### src/logic/pmc_params.svh
// constants of the power mode controller: offsets, field positions,
// reset values and warm-up counts; included by pmc_top only
//
// Functional notes
// - slow fast-off mode stops fast oscillator; CPU and peripherals run slow.
// - fast oscillator enable bit switches between the two slow modes.
// - in slow or sleep modes divider stages one to six are gated.
// - fast dual idle halts CPU and watchdog, returns to fast dual.
// - sleep fast-off halts CPU, watchdog, fast oscillator; returns to slow.
// - sleep from slow both-oscillator mode keeps the fast oscillator running.
// - peripheral clock halt from slow mode enters tick-only sleep.
// - falling edge of selected tick source ends tick-only sleep in slow fast-off mode, tick-only idle in fast single.
// - tick interrupt needs master, tick enable and tick timer enable all 1.
// - tick release after entry with tick timer enabled sets tick interrupt latch.
// - STOP turns oscillators off and freezes all state; the clock mode and tick control registers still take bus writes in STOP.
// - stop pin releases STOP; execution continues after warm-up.
// - release select 0 means edge release, 1 means level release.
// - return select 0 returns to fast mode, 1 to slow fast-off.
// - port hold 0 makes outputs high impedance in STOP, 1 keeps them.
// - two-bit warm-up field picks one of four warm-up lengths.
// - reset during STOP returns to fast single mode.
// - low two bits of stop control read as zero.
// - STOP with port hold 0 forces port inputs to zero.
// - wake pin port goes high impedance in STOP regardless of hold.
// - writing one to bit 7 of stop control starts STOP.
// - leaving tick-only modes clears the peripheral clock halt bit.
// - leaving idle or sleep clears the CPU halt bit.
// - illegal oscillator enable combinations request a reset.
`ifndef PMC_PARAMS_SVH
`define PMC_PARAMS_SVH

`define PMC_STOP_CTRL_OFS 8'h38
`define PMC_CLK_MODE_OFS  8'h3C
`define PMC_TICK_CTRL_OFS 8'h40
`define PMC_STATUS_OFS    8'h44

`define PMC_STOP_CTRL_RST 8'h00
`define PMC_CLK_MODE_RST  8'h80
`define PMC_TICK_CTRL_RST 8'h00

`define PMC_B_STOP   7
`define PMC_B_STOP_RELEASE_SELECT   6
`define PMC_B_STOP_RETURN_SELECT   5
`define PMC_B_HOLD   4
`define PMC_B_FEN    7
`define PMC_B_SEN    6
`define PMC_B_SEL    5
`define PMC_B_IDLE   4
`define PMC_B_TGH    2
`define PMC_B_TEN    7
`define PMC_B_MIE    6
`define PMC_B_TIE    5
`define PMC_B_TLAT   16

`define PMC_WU_FC0 196608
`define PMC_WU_FC1 65536
`define PMC_WU_FC2 49152
`define PMC_WU_FC3 16384
`define PMC_WU_FS0 24576
`define PMC_WU_FS1 8192
`define PMC_WU_FS2 192
`define PMC_WU_FS3 64

`endif

### src/logic/pmc_pkg.sv
// types of the power mode controller
// assumes nothing of its surroundings
package pmc_pkg;

	typedef enum logic [11:0] {
		pmc_fast_single = 12'h001,
		pmc_fast_dual   = 12'h002,
		pmc_slow_both   = 12'h004,
		pmc_slow_foff   = 12'h008,
		pmc_idle_fs     = 12'h010,
		pmc_idle_fd     = 12'h020,
		pmc_tick_idle   = 12'h040,
		pmc_tick_sleep  = 12'h080,
		pmc_sleep_foff  = 12'h100,
		pmc_sleep_both  = 12'h200,
		pmc_stop        = 12'h400,
		pmc_warm        = 12'h800
	} pmc_mode_e;

	typedef struct packed {
		logic fast_osc_on;
		logic slow_osc_on;
		logic main_slow;
		logic cpu_run;
		logic wdt_run;
		logic periph_clk_en;
		logic tick_clk_en;
		logic div_low_en;
		logic div_clear;
	} pmc_clk_s;

	typedef struct packed {
		logic ports_hiz;
		logic port_in_zero;
		logic wake_pin_hiz;
	} pmc_port_s;

endpackage

### src/logic/pmc_top.sv
// power mode controller: run, idle, sleep, tick-only and STOP modes
// assumes a classic Wishbone master on sys_clk; wake_pin is asynchronous,
// wake_req, tick_src, fc_pulse and fs_pulse come from sys_clk logic
`timescale 1ns/10ps
`include "pmc_params.svh"

module pmc_top
	import pmc_pkg::*;
#(
	parameter int unsigned WU_FC0 = `PMC_WU_FC0,
	parameter int unsigned WU_FC1 = `PMC_WU_FC1,
	parameter int unsigned WU_FC2 = `PMC_WU_FC2,
	parameter int unsigned WU_FC3 = `PMC_WU_FC3,
	parameter int unsigned WU_FS0 = `PMC_WU_FS0,
	parameter int unsigned WU_FS1 = `PMC_WU_FS1,
	parameter int unsigned WU_FS2 = `PMC_WU_FS2,
	parameter int unsigned WU_FS3 = `PMC_WU_FS3
)
(
	input  wire logic        sys_clk,
	input  wire logic        srst,
	input  wire logic        cyc_i,
	input  wire logic        stb_i,
	input  wire logic        we_i,
	input  wire logic [7:0]  adr_i,
	input  wire logic [3:0]  sel_i,
	input  wire logic [31:0] dat_i,
	output logic      [31:0] dat_o,
	output logic             ack_o,
	input  wire logic        wake_pin,
	input  wire logic        wake_req,
	input  wire logic [7:0]  tick_src,
	input  wire logic        fc_pulse,
	input  wire logic        fs_pulse,
	output pmc_clk_s         clk_o,
	output pmc_port_s        port_o,
	output logic             tick_irq,
	output logic             osc_fault_rst
);

	// ----------------------------------------
	// functions
	// ----------------------------------------
	function automatic pmc_mode_e run_sel(
		input logic fen,
		input logic sen,
		input logic sel
	);
		if (sel)
			run_sel = fen ? pmc_slow_both : pmc_slow_foff;
		else
			run_sel = sen ? pmc_fast_dual : pmc_fast_single;
	endfunction

	function automatic logic [17:0] wu_len(
		input logic [1:0] code,
		input logic       slow
	);
		unique case ({slow, code})
		3'b000: wu_len = 18'(WU_FC0);
		3'b001: wu_len = 18'(WU_FC1);
		3'b010: wu_len = 18'(WU_FC2);
		3'b011: wu_len = 18'(WU_FC3);
		3'b100: wu_len = 18'(WU_FS0);
		3'b101: wu_len = 18'(WU_FS1);
		3'b110: wu_len = 18'(WU_FS2);
		3'b111: wu_len = 18'(WU_FS3);
		endcase
	endfunction

	// ----------------------------------------
	// state
	// ----------------------------------------
	pmc_mode_e   mode_q;
	pmc_mode_e   mode_d;
	logic [7:2]  stop_ctrl_q;
	logic        fen_q;
	logic        sen_q;
	logic        sel_q;
	logic        idle_q;
	logic        tgh_q;
	logic        ten_q;
	logic        mie_q;
	logic        tie_q;
	logic [2:0]  tsrc_q;
	logic        tlat_q;
	logic        ten_ent_q;
	logic        ret_slow_q;
	logic [17:0] wu_cnt_q;
	logic        wp_s1_q;
	logic        wp_s2_q;
	logic        wp_s3_q;
	logic        tick_prev_q;

	// ----------------------------------------
	// wishbone decode
	// ----------------------------------------
	wire req      = cyc_i & stb_i;
	wire wr_take  = req & ack_o & we_i & sel_i[0];
	wire hit_stop = adr_i[7:2] == `PMC_STOP_CTRL_OFS >> 2;
	wire hit_clk  = adr_i[7:2] == `PMC_CLK_MODE_OFS >> 2;
	wire hit_tick = adr_i[7:2] == `PMC_TICK_CTRL_OFS >> 2;
	wire hit_stat = adr_i[7:2] == `PMC_STATUS_OFS >> 2;
	wire wr_stop  = wr_take & hit_stop;
	wire wr_clk   = wr_take & hit_clk;
	wire wr_tick  = wr_take & hit_tick;
	wire wr_stat  = wr_take & hit_stat;

	wire is_run  = mode_q inside {pmc_fast_single, pmc_fast_dual, pmc_slow_both, pmc_slow_foff};
	wire is_slow = mode_q inside {pmc_slow_both, pmc_slow_foff};
	wire is_lowc = is_slow | (mode_q inside {pmc_sleep_foff, pmc_sleep_both, pmc_tick_sleep});
	wire is_halt = mode_q inside {pmc_stop, pmc_warm};
	wire is_idle = mode_q inside {pmc_idle_fs, pmc_idle_fd, pmc_sleep_foff, pmc_sleep_both};
	wire is_tick = mode_q inside {pmc_tick_idle, pmc_tick_sleep};

	// illegal oscillator enables are refused and raise a reset request
	wire nf        = dat_i[`PMC_B_FEN];
	wire ns        = dat_i[`PMC_B_SEN];
	wire osc_fault = wr_clk & ((!nf & !ns) | (!nf & !sel_q) | (ns == 1'b0 & sel_q));

	wire stop_go   = wr_stop & dat_i[`PMC_B_STOP] & is_run;
	wire rel_level = stop_ctrl_q[`PMC_B_STOP_RELEASE_SELECT];
	wire pin_rise  = wp_s2_q & !wp_s3_q;
	// level release cannot enter STOP while the pin already stands high
	wire stop_rel  = rel_level ? wp_s2_q : pin_rise;
	wire tick_cur  = tick_src[tsrc_q];
	wire tick_fall = tick_prev_q & !tick_cur;
	wire tick_rel  = is_tick & tick_fall;
	wire idle_rel  = is_idle & wake_req;
	wire wu_done   = mode_q == pmc_warm && wu_cnt_q == 18'h00000;
	wire wu_step   = ret_slow_q ? fs_pulse : fc_pulse;
	wire ret_slow  = stop_ctrl_q[`PMC_B_STOP_RETURN_SELECT];
	wire hold_out  = stop_ctrl_q[`PMC_B_HOLD];
	wire [3:2] wu_code  = stop_go ? dat_i[3:2] : stop_ctrl_q[3:2];
	wire       ret_next = stop_go ? dat_i[`PMC_B_STOP_RETURN_SELECT] : ret_slow;

	// ----------------------------------------
	// mode sequencing
	// ----------------------------------------
	always_comb
	begin
		mode_d = mode_q;
		unique case (mode_q)
		pmc_fast_single, pmc_fast_dual, pmc_slow_both, pmc_slow_foff:
		begin
			if (stop_go)
				mode_d = (rel_level && wp_s2_q) ? pmc_warm : pmc_stop;
			else if (tgh_q)
				mode_d = is_slow ? pmc_tick_sleep : pmc_tick_idle;
			else if (idle_q)
			begin
				unique case (mode_q)
				pmc_fast_single: mode_d = pmc_idle_fs;
				pmc_fast_dual:   mode_d = pmc_idle_fd;
				pmc_slow_both:   mode_d = pmc_sleep_both;
				default:         mode_d = pmc_sleep_foff;
				endcase
			end
			else
				mode_d = run_sel(fen_q, sen_q, sel_q);
		end
		pmc_idle_fs:    if (idle_rel) mode_d = pmc_fast_single;
		pmc_idle_fd:    if (idle_rel) mode_d = pmc_fast_dual;
		pmc_sleep_foff: if (idle_rel) mode_d = pmc_slow_foff;
		pmc_sleep_both: if (idle_rel) mode_d = pmc_slow_both;
		pmc_tick_idle:  if (tick_rel) mode_d = pmc_fast_single;
		pmc_tick_sleep: if (tick_rel) mode_d = pmc_slow_foff;
		pmc_stop:       if (stop_rel) mode_d = pmc_warm;
		pmc_warm:       if (wu_done)
			mode_d = ret_slow_q ? pmc_slow_foff : run_sel(1'b1, sen_q, 1'b0);
		default:        mode_d = pmc_fast_single;
		endcase
	end

	// reset also ends STOP and lands in fast single mode
	always_ff @(posedge sys_clk)
	begin
		if (srst)
			mode_q <= pmc_fast_single;
		else
			mode_q <= mode_d;
	end

	// ----------------------------------------
	// stop pin synchroniser and edge capture
	// ----------------------------------------
	always_ff @(posedge sys_clk)
	begin
		if (srst)
		begin
			wp_s1_q     <= 1'b0;
			wp_s2_q     <= 1'b0;
			wp_s3_q     <= 1'b0;
			tick_prev_q <= 1'b0;
		end
		else
		begin
			wp_s1_q     <= wake_pin;
			wp_s2_q     <= wp_s1_q;
			wp_s3_q     <= wp_s2_q;
			tick_prev_q <= tick_cur;
		end
	end

	// ----------------------------------------
	// warm-up counter
	// ----------------------------------------
	always_ff @(posedge sys_clk)
	begin
		if (srst)
		begin
			wu_cnt_q   <= 18'h00000;
			ret_slow_q <= 1'b0;
		end
		else if (mode_d == pmc_warm && mode_q != pmc_warm)
		begin
			wu_cnt_q   <= wu_len(wu_code, ret_next) - 18'h00001;
			ret_slow_q <= ret_next;
		end
		else if (mode_q == pmc_warm && wu_step && wu_cnt_q != 18'h00000)
			wu_cnt_q <= wu_cnt_q - 18'h00001;
	end

	// ----------------------------------------
	// registers
	// ----------------------------------------
	always_ff @(posedge sys_clk)
	begin
		if (srst)
			stop_ctrl_q <= 6'(`PMC_STOP_CTRL_RST >> 2);
		else if (wu_done)
			stop_ctrl_q[`PMC_B_STOP] <= 1'b0;
		else if (wr_stop && !is_halt)
			stop_ctrl_q <= dat_i[7:2];
	end

	always_ff @(posedge sys_clk)
	begin
		if (srst)
		begin
			fen_q  <= 1'(`PMC_CLK_MODE_RST >> `PMC_B_FEN);
			sen_q  <= 1'b0;
			sel_q  <= 1'b0;
			idle_q <= 1'b0;
			tgh_q  <= 1'b0;
		end
		else
		begin
			if (wr_clk && !osc_fault)
			begin
				fen_q  <= nf;
				sen_q  <= ns;
				sel_q  <= dat_i[`PMC_B_SEL];
				idle_q <= dat_i[`PMC_B_IDLE];
				tgh_q  <= dat_i[`PMC_B_TGH];
			end
			if (idle_rel)
				idle_q <= 1'b0;
			if (tick_rel)
				tgh_q <= 1'b0;
			if (wu_done && ret_slow_q)
			begin
				sel_q <= 1'b1;
				fen_q <= 1'b0;
			end
			else if (wu_done)
			begin
				sel_q <= 1'b0;
				fen_q <= 1'b1;
			end
		end
	end

	// tick latch: a set in the same cycle as a software clear wins
	always_ff @(posedge sys_clk)
	begin
		if (srst)
		begin
			ten_q     <= 1'b0;
			mie_q     <= 1'b0;
			tie_q     <= 1'b0;
			tsrc_q    <= 3'h0;
			tlat_q    <= 1'b0;
			ten_ent_q <= 1'b0;
		end
		else
		begin
			if (wr_tick)
			begin
				ten_q  <= dat_i[`PMC_B_TEN];
				mie_q  <= dat_i[`PMC_B_MIE];
				tie_q  <= dat_i[`PMC_B_TIE];
				tsrc_q <= dat_i[2:0];
			end
			if (is_run && tgh_q)
				ten_ent_q <= ten_q;
			if (tick_rel && ten_ent_q)
				tlat_q <= 1'b1;
			else if (wr_stat && dat_i[0])
				tlat_q <= 1'b0;
		end
	end

	// ----------------------------------------
	// bus answer: ack one cycle after the request is seen
	// ----------------------------------------
	wire [31:0] rd_stop = {24'h000000, stop_ctrl_q, 2'b00};
	wire [31:0] rd_clk  = {24'h000000, fen_q, sen_q, is_lowc, idle_q, 1'b0,
		tgh_q, 2'b00};
	wire [31:0] rd_tick = {24'h000000, ten_q, mie_q, tie_q, 2'b00, tsrc_q};
	wire [31:0] rd_stat = {15'h0000, tlat_q, 4'h0, mode_q};
	wire [31:0] rd_mux  = hit_stop ? rd_stop : hit_clk ? rd_clk
		: hit_tick ? rd_tick : hit_stat ? rd_stat : 32'h00000000;

	always_ff @(posedge sys_clk)
	begin
		if (srst)
		begin
			ack_o <= 1'b0;
			dat_o <= 32'h00000000;
		end
		else
		begin
			ack_o <= req & !ack_o;
			dat_o <= rd_mux;
		end
	end

	// ----------------------------------------
	// registered outputs
	// ----------------------------------------
	always_ff @(posedge sys_clk)
	begin
		if (srst)
		begin
			clk_o         <= 9'h13E;
			port_o        <= 3'h0;
			tick_irq      <= 1'b0;
			osc_fault_rst <= 1'b0;
		end
		else
		begin
			clk_o.fast_osc_on   <= is_halt ? (mode_q == pmc_warm && !ret_slow_q)
				: (fen_q && mode_q != pmc_sleep_foff);
			clk_o.slow_osc_on   <= is_halt ? (mode_q == pmc_warm && (ret_slow_q
				|| sen_q)) : (sen_q || is_lowc);
			clk_o.main_slow     <= is_lowc;
			clk_o.cpu_run       <= is_run;
			clk_o.wdt_run       <= is_run;
			clk_o.periph_clk_en <= !is_tick && !is_halt;
			clk_o.tick_clk_en   <= !is_halt;
			clk_o.div_low_en    <= !is_lowc && !(mode_q == pmc_stop)
				&& !(mode_q == pmc_warm && ret_slow_q);
			clk_o.div_clear     <= mode_q == pmc_stop;
			port_o.ports_hiz    <= is_halt && !hold_out;
			port_o.port_in_zero <= is_halt && !hold_out;
			port_o.wake_pin_hiz <= is_halt;
			tick_irq            <= tlat_q && mie_q && tie_q && ten_q;
			osc_fault_rst       <= osc_fault;
		end
	end
endmodule

### config.mk
export PLATFORM = sky130hd
export DESIGN_NAME = pmc_top
export DESIGN_NICKNAME = d
export VERILOG_FILES = /design/src/logic/pmc_pkg.sv /design/src/logic/pmc_top.sv
export VERILOG_INCLUDE_DIRS = /design/src /design/src/logic
export SDC_FILE = /design/constraint.sdc
export NUM_CORES = 1
export LEC_CHECK = 0
export BUFFER_PORTS_ARGS = -buffer_cell sky130_fd_sc_hd__buf_2
export CAP_MARGIN = 20
export CORE_MARGIN = 4
export CORE_UTILIZATION = 35
export CTS_CLUSTER_DIAMETER = 60
export DETAILED_ROUTE_END_ITERATION = 16
export SYNTH_ARGS = -nofsm -noshare
export SYNTH_HDL_FRONTEND = slang
export SYNTH_SLANG_ARGS = --single-unit
### constraint.sdc
create_clock -name sys_clk -period 2.1 [get_ports sys_clk]
set_clock_uncertainty 0.05 [all_clocks]
set_input_delay 0.315 -clock sys_clk [delete_from_list [all_inputs] [get_ports sys_clk]]
set_output_delay 0.315 -clock sys_clk [all_outputs]
set_load 0.05 [all_outputs]
== Word-level counts from Yosys, hierarchy flattened ==
Memory sizes are Yosys's and may differ from the RTL's.
Index checks and enable logic that the tools add are counted.

* Output and inout bits: 47
* Bits of input ports: 61
* Memories: 1
* Register bits after elaboration: 80
* Bits in read-only memories: 56

{| class="wikitable"
|+ Memory list
! memory !! depth !! bits a word !! rd ports !! clocked after memory_dff !! wr ports !! RTL line !! source
|-
| (no name shown) || 8 || 7 || 1 || 0 || 0 || pmc_top.sv:59 || <nowiki>unique case ({slow, code})</nowiki>
|}

* Order comparisons: 1
* Add/subtract/negate cells: 2
* Multiplexer cells: 43
* Bitwise operators: 25
* Reduce and logical (&&, ||, !) cells: 56
* Equality and inequality tests: 19

{| class="wikitable"
|+ Operator list
! kind !! number
|-
| 2-to-1 mux 12 bit || 12
|-
| one-hot mux 12 bit (9 select lines) || 1
|-
| 2-to-1 mux 18 bit || 4
|-
| 2-to-1 mux 8 bit || 5
|-
| subtractor 18 x 1 -> 18 bit, second input constant || 2
|-
| one-hot mux 10 bit (3 select lines) || 1
|-
| equality test 12 bit, second input constant || 2
|-
| logical AND 1 bit || 22
|-
| AND 1 bit || 19
|-
| logical NOT 18 bit || 1
|-
| nonzero test 18 bit || 1
|-
| logical NOT 1 bit || 14
|-
| 2-to-1 mux 1 bit || 14
|-
| equality test 12 x 1 -> 1 bit, second input constant || 1
|-
| equality test 12 x 10 -> 1 bit, second input constant || 1
|-
| equality test 12 x 11 -> 1 bit, second input constant || 1
|-
| equality test 12 x 2 -> 1 bit, second input constant || 1
|-
| equality test 12 x 3 -> 1 bit, second input constant || 1
|-
| equality test 12 x 4 -> 1 bit, second input constant || 1
|-
| equality test 12 x 5 -> 1 bit, second input constant || 1
|-
| equality test 12 x 6 -> 1 bit, second input constant || 1
|-
| equality test 12 x 7 -> 1 bit, second input constant || 1
|-
| equality test 12 x 8 -> 1 bit, second input constant || 1
|-
| equality test 12 x 9 -> 1 bit, second input constant || 1
|-
| other kinds (19) || 37
|}

== Depth between registers and ports, before layout ==
* Depth after elaboration: 15
* Depth in mapped cells: 8
* Depth with buffers taken out: 7

== Least setup slack after synthesis ==
Ideal clock, no wire load.

* Path kind: register to register
* Start point: register mode_q[10]
* End point: register mode_q[0]
* Library setup time: 124 ps
* Period minus slack after synthesis: 2,267 ps
* Data required time: 1,926 ps
* Setup slack: -167 ps
* Cell stages (with the launch flop): 8
* Buffers on the path: 1
* Data arrival time: 2,092 ps
* Path through: dfxtp_1 or4_1 nor4b_2 nand2_1 nor3b_1 or2_0 buf_2 a2111o_1

* Cells in the longest elaborated chain, start to end: 5

{| class="wikitable"
|+ RTL lines
! element !! RTL line !! source
|-
| start, declared || pmc_top.sv:74 || <nowiki>pmc_mode_e mode_q;</nowiki>
|-
| start signal, assigned || pmc_top.sv:179 || <nowiki>mode_q <= pmc_fast_single;</nowiki>
|-
| start signal, assigned || pmc_top.sv:181 || <nowiki>mode_q <= mode_d;</nowiki>
|-
| equality test 12 x 5 -> 1 bit, or another cell as far along || pmc_top.sv:113, pmc_top.sv:143 ||
|-
| nonzero test 4 bit, or another cell as far along || pmc_top.sv:113 || <nowiki>wire is_idle = mode_q inside {pmc_idle_fs, pmc_idle_fd, pmc_sleep_foff, pmc_sleep_both};</nowiki>
|-
| AND 1 bit (on tied branches) || pmc_top.sv:129, pmc_top.sv:121, pmc_top.sv:128 ||
|-
| 2-to-1 mux 12 bit, or another cell as far along || pmc_top.sv:165 || <nowiki>pmc_sleep_both: if (idle_rel) mode_d = pmc_slow_both;</nowiki>
|-
| one-hot mux 12 bit (9 select lines) * || pmc_top.sv:143 || <nowiki>unique case (mode_q)</nowiki>
|}

Every way passes the cells marked *; elsewhere a longest branch is shown, timed or not.
A chain may end at the register's enable or synchronous reset.

== Final worst setup path ==
Same ends and word-level chain as after synthesis.

==> results.json <==
{
  "outcome": "finished, violations left",
  "violations": "negative setup slack",
  "crit_type": "register to register",
  "worstSkewPairLatency_ps": 340,
  "min_path_type": "input port to register",
  "relSlewSlack_pct": 60.6,
  "rows": 39,
  "crit_path_start_kind": "register",
  "seq_area_frac_synth_pct": 38.4,
  "vdd_drop_max_v": 0.000280,
  "drc": 0,
  "ys_types": 65,
  "nets": 686,
  "ios": 108,
  "gp_congestion": 0.871,
  "rr_startpoint": "mode_q[10]",
  "hold_start": "wake_pin",
  "die_h_um": 117,
  "first_global_vias": 3886,
  "cts_tree": "yes",
  "cp.arrival_ps": 2390,
  "async_flop_share_pct": 0,
  "grt_usage_pct": 18.2,
  "maxCapViolCount": 0,
  "finalSetupViolations": 13,
  "die_w_um": 117,
  "grt_antenna_before_repair": 0,
  "multi_input_area_um2": 2590,
  "via_per_inst": 5.31,
  "timing.fmax_mhz": 452,
  "nFillCells": 1096,
  "required_ps": 2280,
  "dieArea_um2": 13700,
  "synth_edf_count": 0,
  "hold_violations": 0,
  "syn_inst": 477,
  "grt_max_degree": 28,
  "drv_slew": 0,
  "powerDensity_nw_per_um2": 547,
  "leakage_nw": 2.49,
  "fin_cells": 769,
  "whs_ps": 142,
  "h-tree-depth": 3,
  "n_antenna_cell": 0,
  "cts_made_buffers": 9,
  "yosysWarnings": 0,
  "drt_iter0_drc": 194,
  "worst_slack_ps": -113,
  "grt_setup_unrepaired": "true",
  "worstMarginPinSlew_ps": 585,
  "post_drt_wl_per_cell_um": 16.2,
  "crit_fanout": 4,
  "start_util_pct": 36.1,
  "synth.avg_cell_area_um2": 8.75,
  "seq_area_um2": 1610,
  "grt_pass1_wl_mm": 19.1,
  "endpoint_kind": "register",
  "hold_path_depth": 2,
  "post-place-cells": 754,
  "fin_util_pct": 50.4,
  "post-route-period-util_pct": 105,
  "yosys_register_bits": 80,
  "reg2reg_setup_slack_ps": -110,
  "hold_buffers": 0,
  "root_buffer": "clkbuf_16",
  "cts_sinks": 80,
  "min_period_ps": 2210,
  "routed_wl_mm": 12.5,
  "coreArea_um2": 11600,
  "ant_nets": 0,
  "portBuffers": 59,
  "synth_top_flop_cell": "dfxtp_1",
  "tns_ps": -846,
  "r2r_cells": 7,
  "r2r-end": "mode_q[0]",
  "holdPathEnd": "wp_s1_q",
  "path_clk_slew_ps": 60,
  "clk_path_buf_depth": 2,
  "area_delta_synth_final_pct": 39.7,
  "drive_above_1_share_pct": 38.8,
  "firstDrtPassIters": 4,
  "vias": 4080,
  "synth_area_um2": 4180,
  "grt.overflow.total": 0,
  "dp_hpwl_mm": 9.58
}
-- cell usage in the layout (no fill, tap or decap), types with 8 or more instances in the layout --
cell / instances
nor3_1: 9
clkbuf_16: 9
dfxtp_1: 76
a21oi_1: 23
buf_2: 59
a211oi_1: 8
conb_1: 19
nand2_1: 23
and3_1: 9
buf_4: 99
inv_1: 14
nor2_1: 48
nand3_1: 13
mux2i_1: 30
buf_6: 8
xor2_1: 14
nand4_1: 12
-- registers in the layout, indices dropped and copies added (netlist names), 2 cells and up --
register / count
wu_cnt_q: 18
dat_o: 13
mode_q: 12
clk_o: 8
stop_ctrl_q: 6
tsrc_q: 3
port_o: 2
-- stage by stage --
stage	total power [W]	worst slack, ps	cell area, µm²
after floorplan	0.00172	-87.3	4290
after global placement	0.00176	-248	5270
after detailed placement	0.00176	-325	5270
after CTS	0.00321	-104	5720
after global routing	0.00329	-195	5830
final	0.00319	-113	5830
-- cells in the mapped netlist (all sizes together) (5+ instances only) --
| cell type | number | area share (%) |
|---|---|---|
| a211oi | 13 | 2.5 |
| buf | 30 | 4.8 |
| nand3 | 14 | 1.7 |
| nand2 | 23 | 2.1 |
| o21ai | 7 | 0.84 |
| xnor2 | 7 | 1.5 |
| nor2b | 6 | 0.90 |
| mux2i | 30 | 7.2 |
| nor3b | 8 | 1.4 |
| and3 | 9 | 1.3 |
| nor4b | 8 | 1.8 |
| a21oi | 28 | 3.4 |
| nand2b | 7 | 1.0 |
| nor4 | 13 | 2.7 |
| clkbuf | 19 | 1.7 |
| nor3 | 13 | 1.7 |
| xor2 | 15 | 3.1 |
| nand4 | 13 | 2.3 |
| nor2 | 53 | 4.8 |
| dfxtp | 80 | 38 |
| nand4b | 5 | 1.0 |
| or4 | 5 | 0.90 |
| a32oi | 5 | 1.0 |
| inv | 14 | 1.3 |
-- kinds of logic after synthesis --
family	count (synthesis)	synth area share, %
AND/OR/NAND/NOR	196	27.2
AO/OA/AOI/OAI	80	13.4
flip-flops	80	38.4
buffers and inverters	63	7.73
multiplexers	33	8.00
XOR/XNOR	22	4.62
adder cells (fa/ha/maj)	2	0.599
other	1	0.0898
-- layout make-up --
class / count / area share (%)
multi-input combinational: 352 / 44.5
tap: 143 / 3.07
timing repair buffer: 166 / 19.3
clock buffer: 11 / 4.33
clock inverter: 3 / 0.322
inverter: 14 / 0.901
sequential: 80 / 27.5
-- metal layers --
layer  up-vias  global-route usage (%)  share of wire [%]
met2       106                    31.8                 50
met1      1972                    21.6                 42
met5         -                       0                  0
li1       1984                       -                  -
met3        18                    3.39                5.4
met4         0                    7.95                2.6
-- where the power goes --
group          internal, W  switching (W)  leakage, nW
Sequential         0.00152     0.00000256        0.647
Combinational    0.0000495       0.000157         1.71
Clock             0.000849       0.000613        0.137
-- worst max-delay path, stage by stage (launching register included) --
cell	delay (ps)
dfxtp_1	310
or4_4	550
buf_6	140
nor4b_4	220
nand2_1	120
nor3b_4	170
or2_1	250
a2111o_1	290
-- what timing repair did --
item                                    CTS  global route
gates cloned                              1             0
resized for setup                        34            26
pin swaps                                 8             9
endpoints found under the setup margin   37            38
buffers inserted                          1             0
-- how the worst max path moves through the flow --
| stage | from | endpoint | cells after the start |
|---|---|---|---|
| finish | mode_q[10] | mode_q[0] | 7 |
| global route | mode_q[10] | mode_q[8] | 8 |
| CTS | mode_q[10] | mode_q[0] | 7 |
| detailed placement | adr_i[6] | wu_cnt_q[4] | 9 |
| global placement | adr_i[6] | wu_cnt_q[10] | 9 |
| floorplan | mode_q[0] | wu_cnt_q[9] | 7 |
Power figures use the tool's default switching activity.
